### src/hdl/fics_map.svh
// Purpose: Offsets, codes, reset values and timing counts of the flash command sequencer
// Assumes: Included by its bare name from design and bench files
// Notes:   Definitions only
`ifndef FICS_MAP_SVH
`define FICS_MAP_SVH

// ==========================================================================
// Register offsets on the special function register bus
`define FICS_ADDR_LOW_OFS     8'hf9
`define FICS_ADDR_HIGH_OFS    8'hfa
`define FICS_DATA_OFS         8'hfb
`define FICS_CMD_CHECK_OFS    8'hfc
`define FICS_CMD_VALUE_OFS    8'hfd

// ==========================================================================
// Reset and parked values
`define FICS_ADDR_LOW_RST     8'hff
`define FICS_ADDR_HIGH_RST    6'h3f
`define FICS_DATA_RST         8'h00
`define FICS_CMD_VALUE_RST    8'h00
`define FICS_CMD_CHECK_RST    8'hff

// ==========================================================================
// Command codes written to the command value register
`define FICS_CODE_UNLOCK      8'hf0
`define FICS_CODE_TRIGGER     8'he1
`define FICS_CODE_ERASE       8'hd2
`define FICS_CODE_PROGRAM     8'hb4
`define FICS_CODE_RST_KEEP    8'h87
`define FICS_CODE_RST_RELOAD  8'h78

// ==========================================================================
// Field layout
`define FICS_ADDR_HIGH_BITS   6
`define FICS_SECTOR_LSB       7
`define FICS_VECTOR_SHIFT     9

// ==========================================================================
// Timing
`define FICS_UNLOCK_CLOCKS    22
`define FICS_MIN_FREQ_MHZ     8'h01

`endif

### src/hdl/fics_pkg.sv
// Purpose: Types of the flash command sequencer
// Assumes: Nothing
// Notes:   Constants live in fics_map.svh
package fics_pkg;

	// ======================================================================
	// Sequencer state, Gray coded along locked, unlocked, mode selected
	typedef enum logic [1:0] {
		FICS_LOCKED   = 2'b00,
		FICS_UNLOCKED = 2'b01,
		FICS_MODE_SET = 2'b11
	} fics_state_t;

	// Selected flash operation
	typedef enum logic [1:0] {
		FICS_OP_NONE  = 2'b00,
		FICS_OP_ERASE = 2'b01,
		FICS_OP_PROG  = 2'b10
	} fics_op_t;

endpackage : fics_pkg

### src/hdl/fics_sequencer.sv
// Purpose: Unlock, mode select and trigger sequencer for in-application flash writes
// Assumes: One register write per cycle; flash array takes the start pulses
// Notes:   Read data answers one cycle after the read strobe
`timescale 1ns/100ps
`default_nettype none
`include "fics_map.svh"

module fics_sequencer #(
	parameter int UNLOCK_CLOCKS = `FICS_UNLOCK_CLOCKS
) (
	// Clock and resets
	input  wire logic        core_clk,
	input  wire logic        rst_n,
	input  wire logic        por_n,
	// Register bus
	input  wire logic [7:0]  sfr_addr,
	input  wire logic        sfr_wr,
	input  wire logic        sfr_rd,
	input  wire logic [7:0]  sfr_wdata,
	output logic      [7:0]  sfr_rdata,
	// Clock and stored options
	input  wire logic [7:0]  cpu_freq_setting,
	input  wire logic        alt_boot_vector_enable,
	input  wire logic [3:0]  alt_boot_vector_select,
	// Flash array requests
	output logic             flash_erase_start,
	output logic             flash_prog_start,
	output logic      [13:0] flash_op_addr,
	output logic      [7:0]  flash_op_data,
	// Reset requests and status
	output logic             soft_reset_req,
	output logic             soft_reset_reload,
	output logic      [15:0] reset_vector,
	output logic             unlocked
);

	// ======================================================================
	// State
	fics_pkg::fics_state_t state_reg, state_next;
	fics_pkg::fics_op_t    op_reg, op_next;
	logic [7:0]  addr_low_reg, addr_low_next;
	logic [5:0]  addr_high_reg, addr_high_next;
	logic [7:0]  data_reg, data_next;
	logic [7:0]  cmd_value_reg, cmd_value_next;
	logic [7:0]  cmd_check_reg, cmd_check_next;
	logic [7:0]  rdata_reg, rdata_next;
	logic        erase_reg, erase_next;
	logic        prog_reg, prog_next;
	logic [13:0] op_addr_reg, op_addr_next;
	logic [7:0]  op_data_reg, op_data_next;
	logic        srst_reg, srst_next;
	logic        reload_reg, reload_next;
	logic        boot_alt_reg, boot_alt_next;
	logic [15:0] vector_reg, vector_next;
	logic        unlocked_reg, unlocked_next;

	logic wr_value;
	logic wr_check;
	logic code_ok;
	logic freq_ok;
	logic timer_start;
	logic timer_stop;
	logic expire;

	// ======================================================================
	// Decode
	assign wr_value = sfr_wr && (sfr_addr == `FICS_CMD_VALUE_OFS);
	assign wr_check = sfr_wr && (sfr_addr == `FICS_CMD_CHECK_OFS);
	assign code_ok  = (sfr_wdata == ~cmd_value_reg);
	assign freq_ok  = (cpu_freq_setting >= `FICS_MIN_FREQ_MHZ);

	// Unlock expiry counter
	fics_unlock_timer #(
		.LIMIT (UNLOCK_CLOCKS)
	) u_timer (
		.core_clk (core_clk),
		.rst_n    (rst_n),
		.start    (timer_start),
		.stop     (timer_stop),
		.expire   (expire)
	);

	// ======================================================================
	// Sequencer next state
	always_comb begin
		state_next     = state_reg;
		op_next        = op_reg;
		addr_low_next  = addr_low_reg;
		addr_high_next = addr_high_reg;
		data_next      = data_reg;
		cmd_value_next = cmd_value_reg;
		cmd_check_next = cmd_check_reg;
		erase_next     = 1'b0;
		prog_next      = 1'b0;
		op_addr_next   = op_addr_reg;
		op_data_next   = op_data_reg;
		srst_next      = 1'b0;
		reload_next    = reload_reg;
		timer_start    = 1'b0;
		timer_stop     = 1'b0;
		// Plain register writes
		if (sfr_wr && sfr_addr == `FICS_DATA_OFS)
			data_next = sfr_wdata;
		if (sfr_wr && state_reg != fics_pkg::FICS_LOCKED) begin
			if (sfr_addr == `FICS_ADDR_LOW_OFS)
				addr_low_next = sfr_wdata;
			if (sfr_addr == `FICS_ADDR_HIGH_OFS)
				addr_high_next = sfr_wdata[5:0];
		end
		if (wr_value) begin
			cmd_value_next = sfr_wdata;
			// Unknown value while unlocked drops the unlock at once
			if (state_reg != fics_pkg::FICS_LOCKED &&
			    sfr_wdata != `FICS_CODE_UNLOCK && sfr_wdata != `FICS_CODE_TRIGGER &&
			    sfr_wdata != `FICS_CODE_ERASE && sfr_wdata != `FICS_CODE_PROGRAM &&
			    sfr_wdata != `FICS_CODE_RST_KEEP && sfr_wdata != `FICS_CODE_RST_RELOAD) begin
				state_next = fics_pkg::FICS_LOCKED;
				op_next    = fics_pkg::FICS_OP_NONE;
				timer_stop = 1'b1;
			end
		end
		// Check write acts on the value held before it
		if (wr_check) begin
			cmd_check_next = sfr_wdata;
			if (!code_ok) begin
				state_next = fics_pkg::FICS_LOCKED;
				op_next    = fics_pkg::FICS_OP_NONE;
				timer_stop = 1'b1;
			end else begin
				case (cmd_value_reg)
					`FICS_CODE_UNLOCK: begin
						state_next  = fics_pkg::FICS_UNLOCKED;
						op_next     = fics_pkg::FICS_OP_NONE;
						timer_start = 1'b1;
					end
					`FICS_CODE_ERASE, `FICS_CODE_PROGRAM: begin
						if (state_reg != fics_pkg::FICS_LOCKED) begin
							state_next = fics_pkg::FICS_MODE_SET;
							op_next    = (cmd_value_reg == `FICS_CODE_ERASE) ?
							             fics_pkg::FICS_OP_ERASE :
							             fics_pkg::FICS_OP_PROG;
						end
					end
					`FICS_CODE_TRIGGER: begin
						if (state_reg == fics_pkg::FICS_MODE_SET && freq_ok) begin
							erase_next = (op_reg == fics_pkg::FICS_OP_ERASE);
							prog_next  = (op_reg == fics_pkg::FICS_OP_PROG);
							op_data_next = data_reg;
							// Erase drops the in-sector bits
							if (op_reg == fics_pkg::FICS_OP_ERASE)
								op_addr_next = {addr_high_reg,
								                addr_low_reg[7:`FICS_SECTOR_LSB],
								                7'h00};
							else
								op_addr_next = {addr_high_reg, addr_low_reg};
							if (op_reg == fics_pkg::FICS_OP_PROG)
								data_next = `FICS_DATA_RST;
						end
						if (state_reg != fics_pkg::FICS_LOCKED) begin
							addr_low_next  = `FICS_ADDR_LOW_RST;
							addr_high_next = `FICS_ADDR_HIGH_RST;
						end
						state_next = fics_pkg::FICS_LOCKED;
						op_next    = fics_pkg::FICS_OP_NONE;
						timer_stop = 1'b1;
					end
					`FICS_CODE_RST_KEEP, `FICS_CODE_RST_RELOAD: begin
						if (state_reg != fics_pkg::FICS_LOCKED) begin
							srst_next   = 1'b1;
							reload_next = (cmd_value_reg == `FICS_CODE_RST_RELOAD);
						end
						state_next = fics_pkg::FICS_LOCKED;
						op_next    = fics_pkg::FICS_OP_NONE;
						timer_stop = 1'b1;
					end
					default: begin
						state_next = fics_pkg::FICS_LOCKED;
						op_next    = fics_pkg::FICS_OP_NONE;
						timer_stop = 1'b1;
					end
				endcase
			end
		end
		// Expiry overrides state, mode and command value this cycle except on a new unlock, which restarts it
		if (expire && !timer_start) begin
			state_next     = fics_pkg::FICS_LOCKED;
			op_next        = fics_pkg::FICS_OP_NONE;
			cmd_value_next = `FICS_CMD_VALUE_RST;
		end
		// Status flop follows the state so the pin needs no decode after the register
		unlocked_next = (state_next != fics_pkg::FICS_LOCKED);
	end

	// ======================================================================
	// Boot vector choice survives system reset; power-on or a reload soft reset rearms it
	always_comb begin
		boot_alt_next = boot_alt_reg;
		if (srst_reg)
			boot_alt_next = reload_reg;
		vector_next = 16'h0000;
		if (boot_alt_reg && alt_boot_vector_enable)
			vector_next = 16'({alt_boot_vector_select, 9'h000});
	end

	// Read data, registered; unmapped offsets read zero
	always_comb begin
		rdata_next = rdata_reg;
		if (sfr_rd) begin
			case (sfr_addr)
				`FICS_ADDR_LOW_OFS:  rdata_next = addr_low_reg;
				`FICS_ADDR_HIGH_OFS: rdata_next = {2'b00, addr_high_reg};
				`FICS_DATA_OFS:      rdata_next = data_reg;
				`FICS_CMD_CHECK_OFS: rdata_next = cmd_check_reg;
				`FICS_CMD_VALUE_OFS: rdata_next = cmd_value_reg;
				default:             rdata_next = 8'h00;
			endcase
		end
	end

	// ======================================================================
	// Registers
	always_ff @(posedge core_clk) begin
		if (!rst_n) begin
			state_reg     <= fics_pkg::FICS_LOCKED;
			op_reg        <= fics_pkg::FICS_OP_NONE;
			addr_low_reg  <= `FICS_ADDR_LOW_RST;
			addr_high_reg <= `FICS_ADDR_HIGH_RST;
			data_reg      <= `FICS_DATA_RST;
			cmd_value_reg <= `FICS_CMD_VALUE_RST;
			cmd_check_reg <= `FICS_CMD_CHECK_RST;
			rdata_reg     <= 8'h00;
			erase_reg     <= 1'b0;
			prog_reg      <= 1'b0;
			op_addr_reg   <= 14'h0000;
			op_data_reg   <= 8'h00;
			srst_reg      <= 1'b0;
			reload_reg    <= 1'b0;
			vector_reg    <= 16'h0000;
			unlocked_reg  <= 1'b0;
		end else begin
			state_reg     <= state_next;
			op_reg        <= op_next;
			addr_low_reg  <= addr_low_next;
			addr_high_reg <= addr_high_next;
			data_reg      <= data_next;
			cmd_value_reg <= cmd_value_next;
			cmd_check_reg <= cmd_check_next;
			rdata_reg     <= rdata_next;
			erase_reg     <= erase_next;
			prog_reg      <= prog_next;
			op_addr_reg   <= op_addr_next;
			op_data_reg   <= op_data_next;
			srst_reg      <= srst_next;
			reload_reg    <= reload_next;
			vector_reg    <= vector_next;
			unlocked_reg  <= unlocked_next;
		end
	end

	// Power-on only flop
	always_ff @(posedge core_clk) begin
		if (!por_n)
			boot_alt_reg <= 1'b1;
		else
			boot_alt_reg <= boot_alt_next;
	end

	// Outputs
	assign sfr_rdata         = rdata_reg;
	assign flash_erase_start = erase_reg;
	assign flash_prog_start  = prog_reg;
	assign flash_op_addr     = op_addr_reg;
	assign flash_op_data     = op_data_reg;
	assign soft_reset_req    = srst_reg;
	assign soft_reset_reload = reload_reg;
	assign reset_vector      = vector_reg;
	assign unlocked          = unlocked_reg;

endmodule : fics_sequencer
`default_nettype wire

### src/hdl/fics_unlock_timer.sv
// Purpose: Counts CPU clocks after an unlock and flags the expiry
// Assumes: start and stop come from logic on core_clk
// Notes:   expire is combinational, one cycle before the count ends
`timescale 1ns/100ps
`default_nettype none
`include "fics_map.svh"

module fics_unlock_timer #(
	parameter int LIMIT = `FICS_UNLOCK_CLOCKS
) (
	// Clock and reset
	input  wire logic core_clk,
	input  wire logic rst_n,
	// Control
	input  wire logic start,
	input  wire logic stop,
	// Status
	output logic      expire
);

	localparam logic [7:0] LAST = 8'(LIMIT - 1);

	logic       run_reg;
	logic       run_next;
	logic [7:0] cnt_reg;
	logic [7:0] cnt_next;

	// ======================================================================
	// Next value; a restart wins over a stop so a fresh unlock gets full time
	always_comb begin
		run_next = run_reg;
		cnt_next = cnt_reg;
		if (start) begin
			run_next = 1'b1;
			cnt_next = 8'h00;
		end else if (stop || expire) begin
			run_next = 1'b0;
		end else if (run_reg) begin
			cnt_next = cnt_reg + 8'h01;
		end
	end

	// Lock lands on the LIMIT-th edge after the unlock edge
	assign expire = run_reg && (cnt_reg == LAST);

	// Registers
	always_ff @(posedge core_clk) begin
		if (!rst_n) begin
			run_reg <= 1'b0;
			cnt_reg <= 8'h00;
		end else begin
			run_reg <= run_next;
			cnt_reg <= cnt_next;
		end
	end

endmodule : fics_unlock_timer
`default_nettype wire

### config.mk
export PLATFORM = sky130hd
export DESIGN_NAME = fics_sequencer
export DESIGN_NICKNAME = d
export VERILOG_FILES = /design/src/hdl/fics_pkg.sv /design/src/hdl/fics_sequencer.sv /design/src/hdl/fics_unlock_timer.sv
export VERILOG_INCLUDE_DIRS = /design/src /design/src/hdl
export SDC_FILE = /design/constraint.sdc
export NUM_CORES = 1
export LEC_CHECK = 0
export BUFFER_PORTS_ARGS = -buffer_cell sky130_fd_sc_hd__buf_2
export CAP_MARGIN = 30
export CORE_ASPECT_RATIO = 1.5
export CORE_UTILIZATION = 45
export CTS_CLUSTER_DIAMETER = 50
export DETAILED_ROUTE_END_ITERATION = 10
export PLACE_DENSITY = 0.69
export SLEW_MARGIN = 20
export SYNTH_ARGS = -nofsm -noshare
export SYNTH_HDL_FRONTEND = slang
export SYNTH_SLANG_ARGS = --single-unit
### constraint.sdc
create_clock -name core_clk -period 5.8 [get_ports core_clk]
set_clock_uncertainty 0.1 [all_clocks]
set_input_delay 0.87 -clock core_clk [delete_from_list [all_inputs] [get_ports core_clk]]
set_output_delay 0.87 -clock core_clk [all_outputs]
set_load 0.01 [all_outputs]
==> results <==
- The flow ran to the end, and the final reports show no timing, DRC or antenna violations.
- For the pin with the worst max-slew slack, the measured transition is ~0.86 ns.
- The count of mapped cells out of synthesis is 488.
- The number of global-route vias before repair is 3433.
- Summed over all nets, the half-perimeter wirelength after detailed placement is 7.60 mm.
- The final cell count without fillers is 657.
- Headroom to the max-slew limit came out at 0.416.
- Across every metal layer, demand over resource in global routing totals 0.227.
- The worst hold slack after final layout is between 0.3 and 0.4 ns.
- The repair_antennas step left the layout with diodes totalling 0.
- The H-tree depth is 3.
- The clock reaches the later pin of the worst-skew pair after 0.34 ns.
- The routed wire length is 10.3 mm.
- The count of hold buffers inserted by post-cts repair is 0.
- Dividing the final minimum period by the clock period gives 0.570.
- The core outline area is 9200 sq um.
- Of the total power, combinational logic draws 0.052.
- The number of antenna violations at the first check in global routing is 1.
- In this run, distinct cell masters in the synthesized netlist total 52.
- Setup repair after global routing left no endpoint under its margin.
- After detailed routing, the average wire length per cell comes to 15.7 microns.
- Of the cells placed in the final design, the portion with a size suffix greater than 1 is 0.202.
- The first-pass GRT wire length is 16.4 mm.
- After clock tree synthesis, the clock-pin slew on the worst setup and hold paths is 0.06 ns.
- The number of gates resized after CTS was 0.
- The total leakage power is roughly 2.3 nW.
- The die covers approximately 10000 sq um.
- The tightest min-delay check is of the reg -> reg type.
- The flip-flop count of the largest register after layout is 14.
- For this block, the via count after detailed routing is 3628.
- After the first detailed-routing iteration, the DRC count stood at 207.
- The number of flip-flops and latches in the synthesized netlist is about 90.
- The kind of capture point of the worst setup path is a flop.
- The register area share after synthesis is 0.431.
- The sum of negative setup slack is 0 ns.
- The most used flip-flop cell after synthesis is sky130_fd_sc_hd__dfxtp_1.
- The least setup slack across all paths after layout is ~2.5 ns.
- Of the total power, the clock network draws 0.483.
- Across the VDD grid, the largest voltage drop is approximately 0.19 mV.
- In this run, placement finished with an instance count of 640.
- The count of fill cells added during filler insertion is 876.
- The pin count of the biggest net entering global routing is 36.
- The critical path is of the in -> reg type.
- The post-route antenna net violation count is 0.
- OpenSTA, run right after detailed placement, puts the worst setup slack at between 2 and 2.5 ns.
- The average footprint of a synthesized cell is 8.67 sq um.
- The number of maximum-capacitance violations is 0.
- The number of I/O pins is 85.
- The number of hold violations in the final report was 0.
- The width of the die is slightly above 80 microns.
- For the finished layout, the period the worst path requires is 3.31 ns.
- The achievable clock frequency is roughly 0.3 GHz.
- The final estimated routing congestion in global placement is 0.957.
- The height of the die is 121 microns.
- The endpoint required time on the critical path is 5.92 ns.
- For this design the total switching power over the nets is 0.279 mW.
- The worst setup path is launched from a primary input.
- Of all nets on the critical path, the largest fanout is 32.
- During synthesis, Yosys emitted a total of 0 warnings.
- The internal power contribution is 1.07 mW.
- The post-route core utilization is 0.531.
- The total overflow left after global routing is 0.
- The number of endpoints failing setup at the final stage is 0.
- The tree is rooted in a sky130_fd_sc_hd__clkbuf_16.
- The TritonCTS clock tree is yes.
- The number of iterations in the first detailed-routing pass is 5.
- Counting along the longest clock path gives a buffer depth of 2.
- The effective utilization at floorplan is 0.460.
- In the routed layout, each cell is associated on average with a via count of 5.52.
- TritonCTS created 9 clock buffers.
- In this run the power density over the cells is 277 nW/um^2.
- The number of flops mapped to enable cells by yosys is 0.
- The share of synthesized flip-flops with an asynchronous set or reset is 0.
- After synthesis the cells add up to 4230 sq um.
- For this design, the sink count on the clock tree is ~90.
- The proportion of total power due to net switching is 0.206.
- The arrival time at the worst endpoint is about 3.4 ns.
- The net total in the final layout is 576.
- The area growth from synthesis to layout is 15.4%.
- The floorplan has 43 rows.
- The count of pins over their slew limit is 0.
- The share of total power dissipated in sequential elements is 0.465.
- The remaining routing DRC violations is 0.
- The quantity of I/O buffers inserted on ports is slightly above 70.
- The number of setup buffers added after CTS is 0.
[cells in the final DEF (no fill, tap or decap), drive strengths merged, types with 3 or more instances in the layout]
cell    count
nor2       48
nor4bb      5
or3         7
and3        4
nor3b       3
a31oi       3
nor3        7
nand4       6
and2        8
a221oi      8
dfxtp      91
conb       12
o21ai      16
a21oi      33
mux2i      46
clkbuf     13
nand2      67
or2         9
bufinv      3
xor2       10
inv         5
nand2b      4
nand3      24
a211oi      8
nor4b       3
nor4        3
buf        76
[cell families after synthesis]
family | Yosys count | synth area share
AOI/OAI and AO/OA | 78 | 0.116
xor gates and xnor gates | 11 | 0.0228
adders and majority gates | 2 | 0.00592
buffers and inverters | 53 | 0.0666
DFF | 91 | 0.431
muxes | 47 | 0.112
other | 1 | 0.000887
and+or+nand+nor | 205 | 0.246
[cell usage after synthesis, types with 5 or more instances]
cell,count,area (sq um)
sky130_fd_sc_hd__nor2_1,48,180
sky130_fd_sc_hd__inv_1,5,18.8
sky130_fd_sc_hd__or2_2,9,56.3
sky130_fd_sc_hd__mux2i_1,46,460
sky130_fd_sc_hd__clkbuf_1,17,63.8
sky130_fd_sc_hd__dfxtp_1,91,1820
sky130_fd_sc_hd__buf_4,15,113
sky130_fd_sc_hd__xor2_1,10,87.6
sky130_fd_sc_hd__and2_1,7,43.8
sky130_fd_sc_hd__o21ai_0,15,75.1
sky130_fd_sc_hd__a21oi_1,33,165
sky130_fd_sc_hd__nor3_1,6,30.0
sky130_fd_sc_hd__nand2_1,67,251
sky130_fd_sc_hd__buf_2,9,45.0
sky130_fd_sc_hd__or3_1,7,43.8
sky130_fd_sc_hd__nor4bb_1,5,50.1
sky130_fd_sc_hd__nand4_1,6,37.5
sky130_fd_sc_hd__a211oi_1,7,52.6
sky130_fd_sc_hd__nand3_1,24,120
sky130_fd_sc_hd__a221oi_1,8,70.1
[area by class of cell]
cell class / count / area (sq um) / area share
Clock buffer: 12 / 236 / 0.0484
Clock inverter: 4 / 98.8 / 0.0202
Inverter: 6 / 22.5 / 0.00461
Multi-Input combinational cell: 355 / 2170 / 0.444
Sequential cell: 91 / 1820 / 0.373
Tap cell: 112 / 140 / 0.0287
Timing Repair Buffer: 77 / 395 / 0.0810
[power by group through the flow]
stage,clock (mW),combinational (mW),sequential [mW]
2_1_floorplan,0,0.0492,0.645
3_3_place_gp,0,0.0667,0.644
3_5_place_dp,0,0.0694,0.644
4_1_cts,0.668,0.0696,0.630
5_1_grt,0.686,0.0768,0.630
6_report,0.654,0.0699,0.630
[worst max-delay path, stage by stage]
cell,delay [ns]
sky130_fd_sc_hd__buf_2,0.27
sky130_fd_sc_hd__nor3b_1,0.24
sky130_fd_sc_hd__nand4_1,0.55
sky130_fd_sc_hd__nor3_2,0.61
sky130_fd_sc_hd__nand3_1,0.13
sky130_fd_sc_hd__buf_4,0.30
sky130_fd_sc_hd__o21ai_2,0.36
sky130_fd_sc_hd__nor2_1,0.10
[final timing paths]
kind                                 startpoint                         endpoint  slack, ns  depth (start not counted)
setup reg to reg  cmd_value_reg[4]$_SDFFE_PP0P_  u_timer.cnt_reg[5]$_SDFFE_PP0P_       3.14                          5
hold / removal    flash_op_addr[6]$_SDFFE_PN0P_    flash_op_addr[6]$_SDFFE_PN0P_       0.36                          2
hold reg to reg   flash_op_addr[6]$_SDFFE_PN0P_    flash_op_addr[6]$_SDFFE_PN0P_       0.36                          2
setup / recovery                    sfr_addr[2]           data_reg[6]$_SDFF_PN0_       2.49                          8
[metal layers]
metal  global-route usage  part of all wire
met4                0.151             0.043
met5                    0                 0
met3               0.0475             0.057
met2                0.401              0.54
met1                0.234              0.36
[metrics by stage]
step | power (mW) | cell area (sq um)
after CTS | 1.37 | 4880
after global routing | 1.39 | 4880
after detailed placement | 0.713 | 4540
after floorplan | 0.694 | 4270
after global placement | 0.710 | 4530
final | 1.35 | 4880
(Power assumes the default switching activity.)
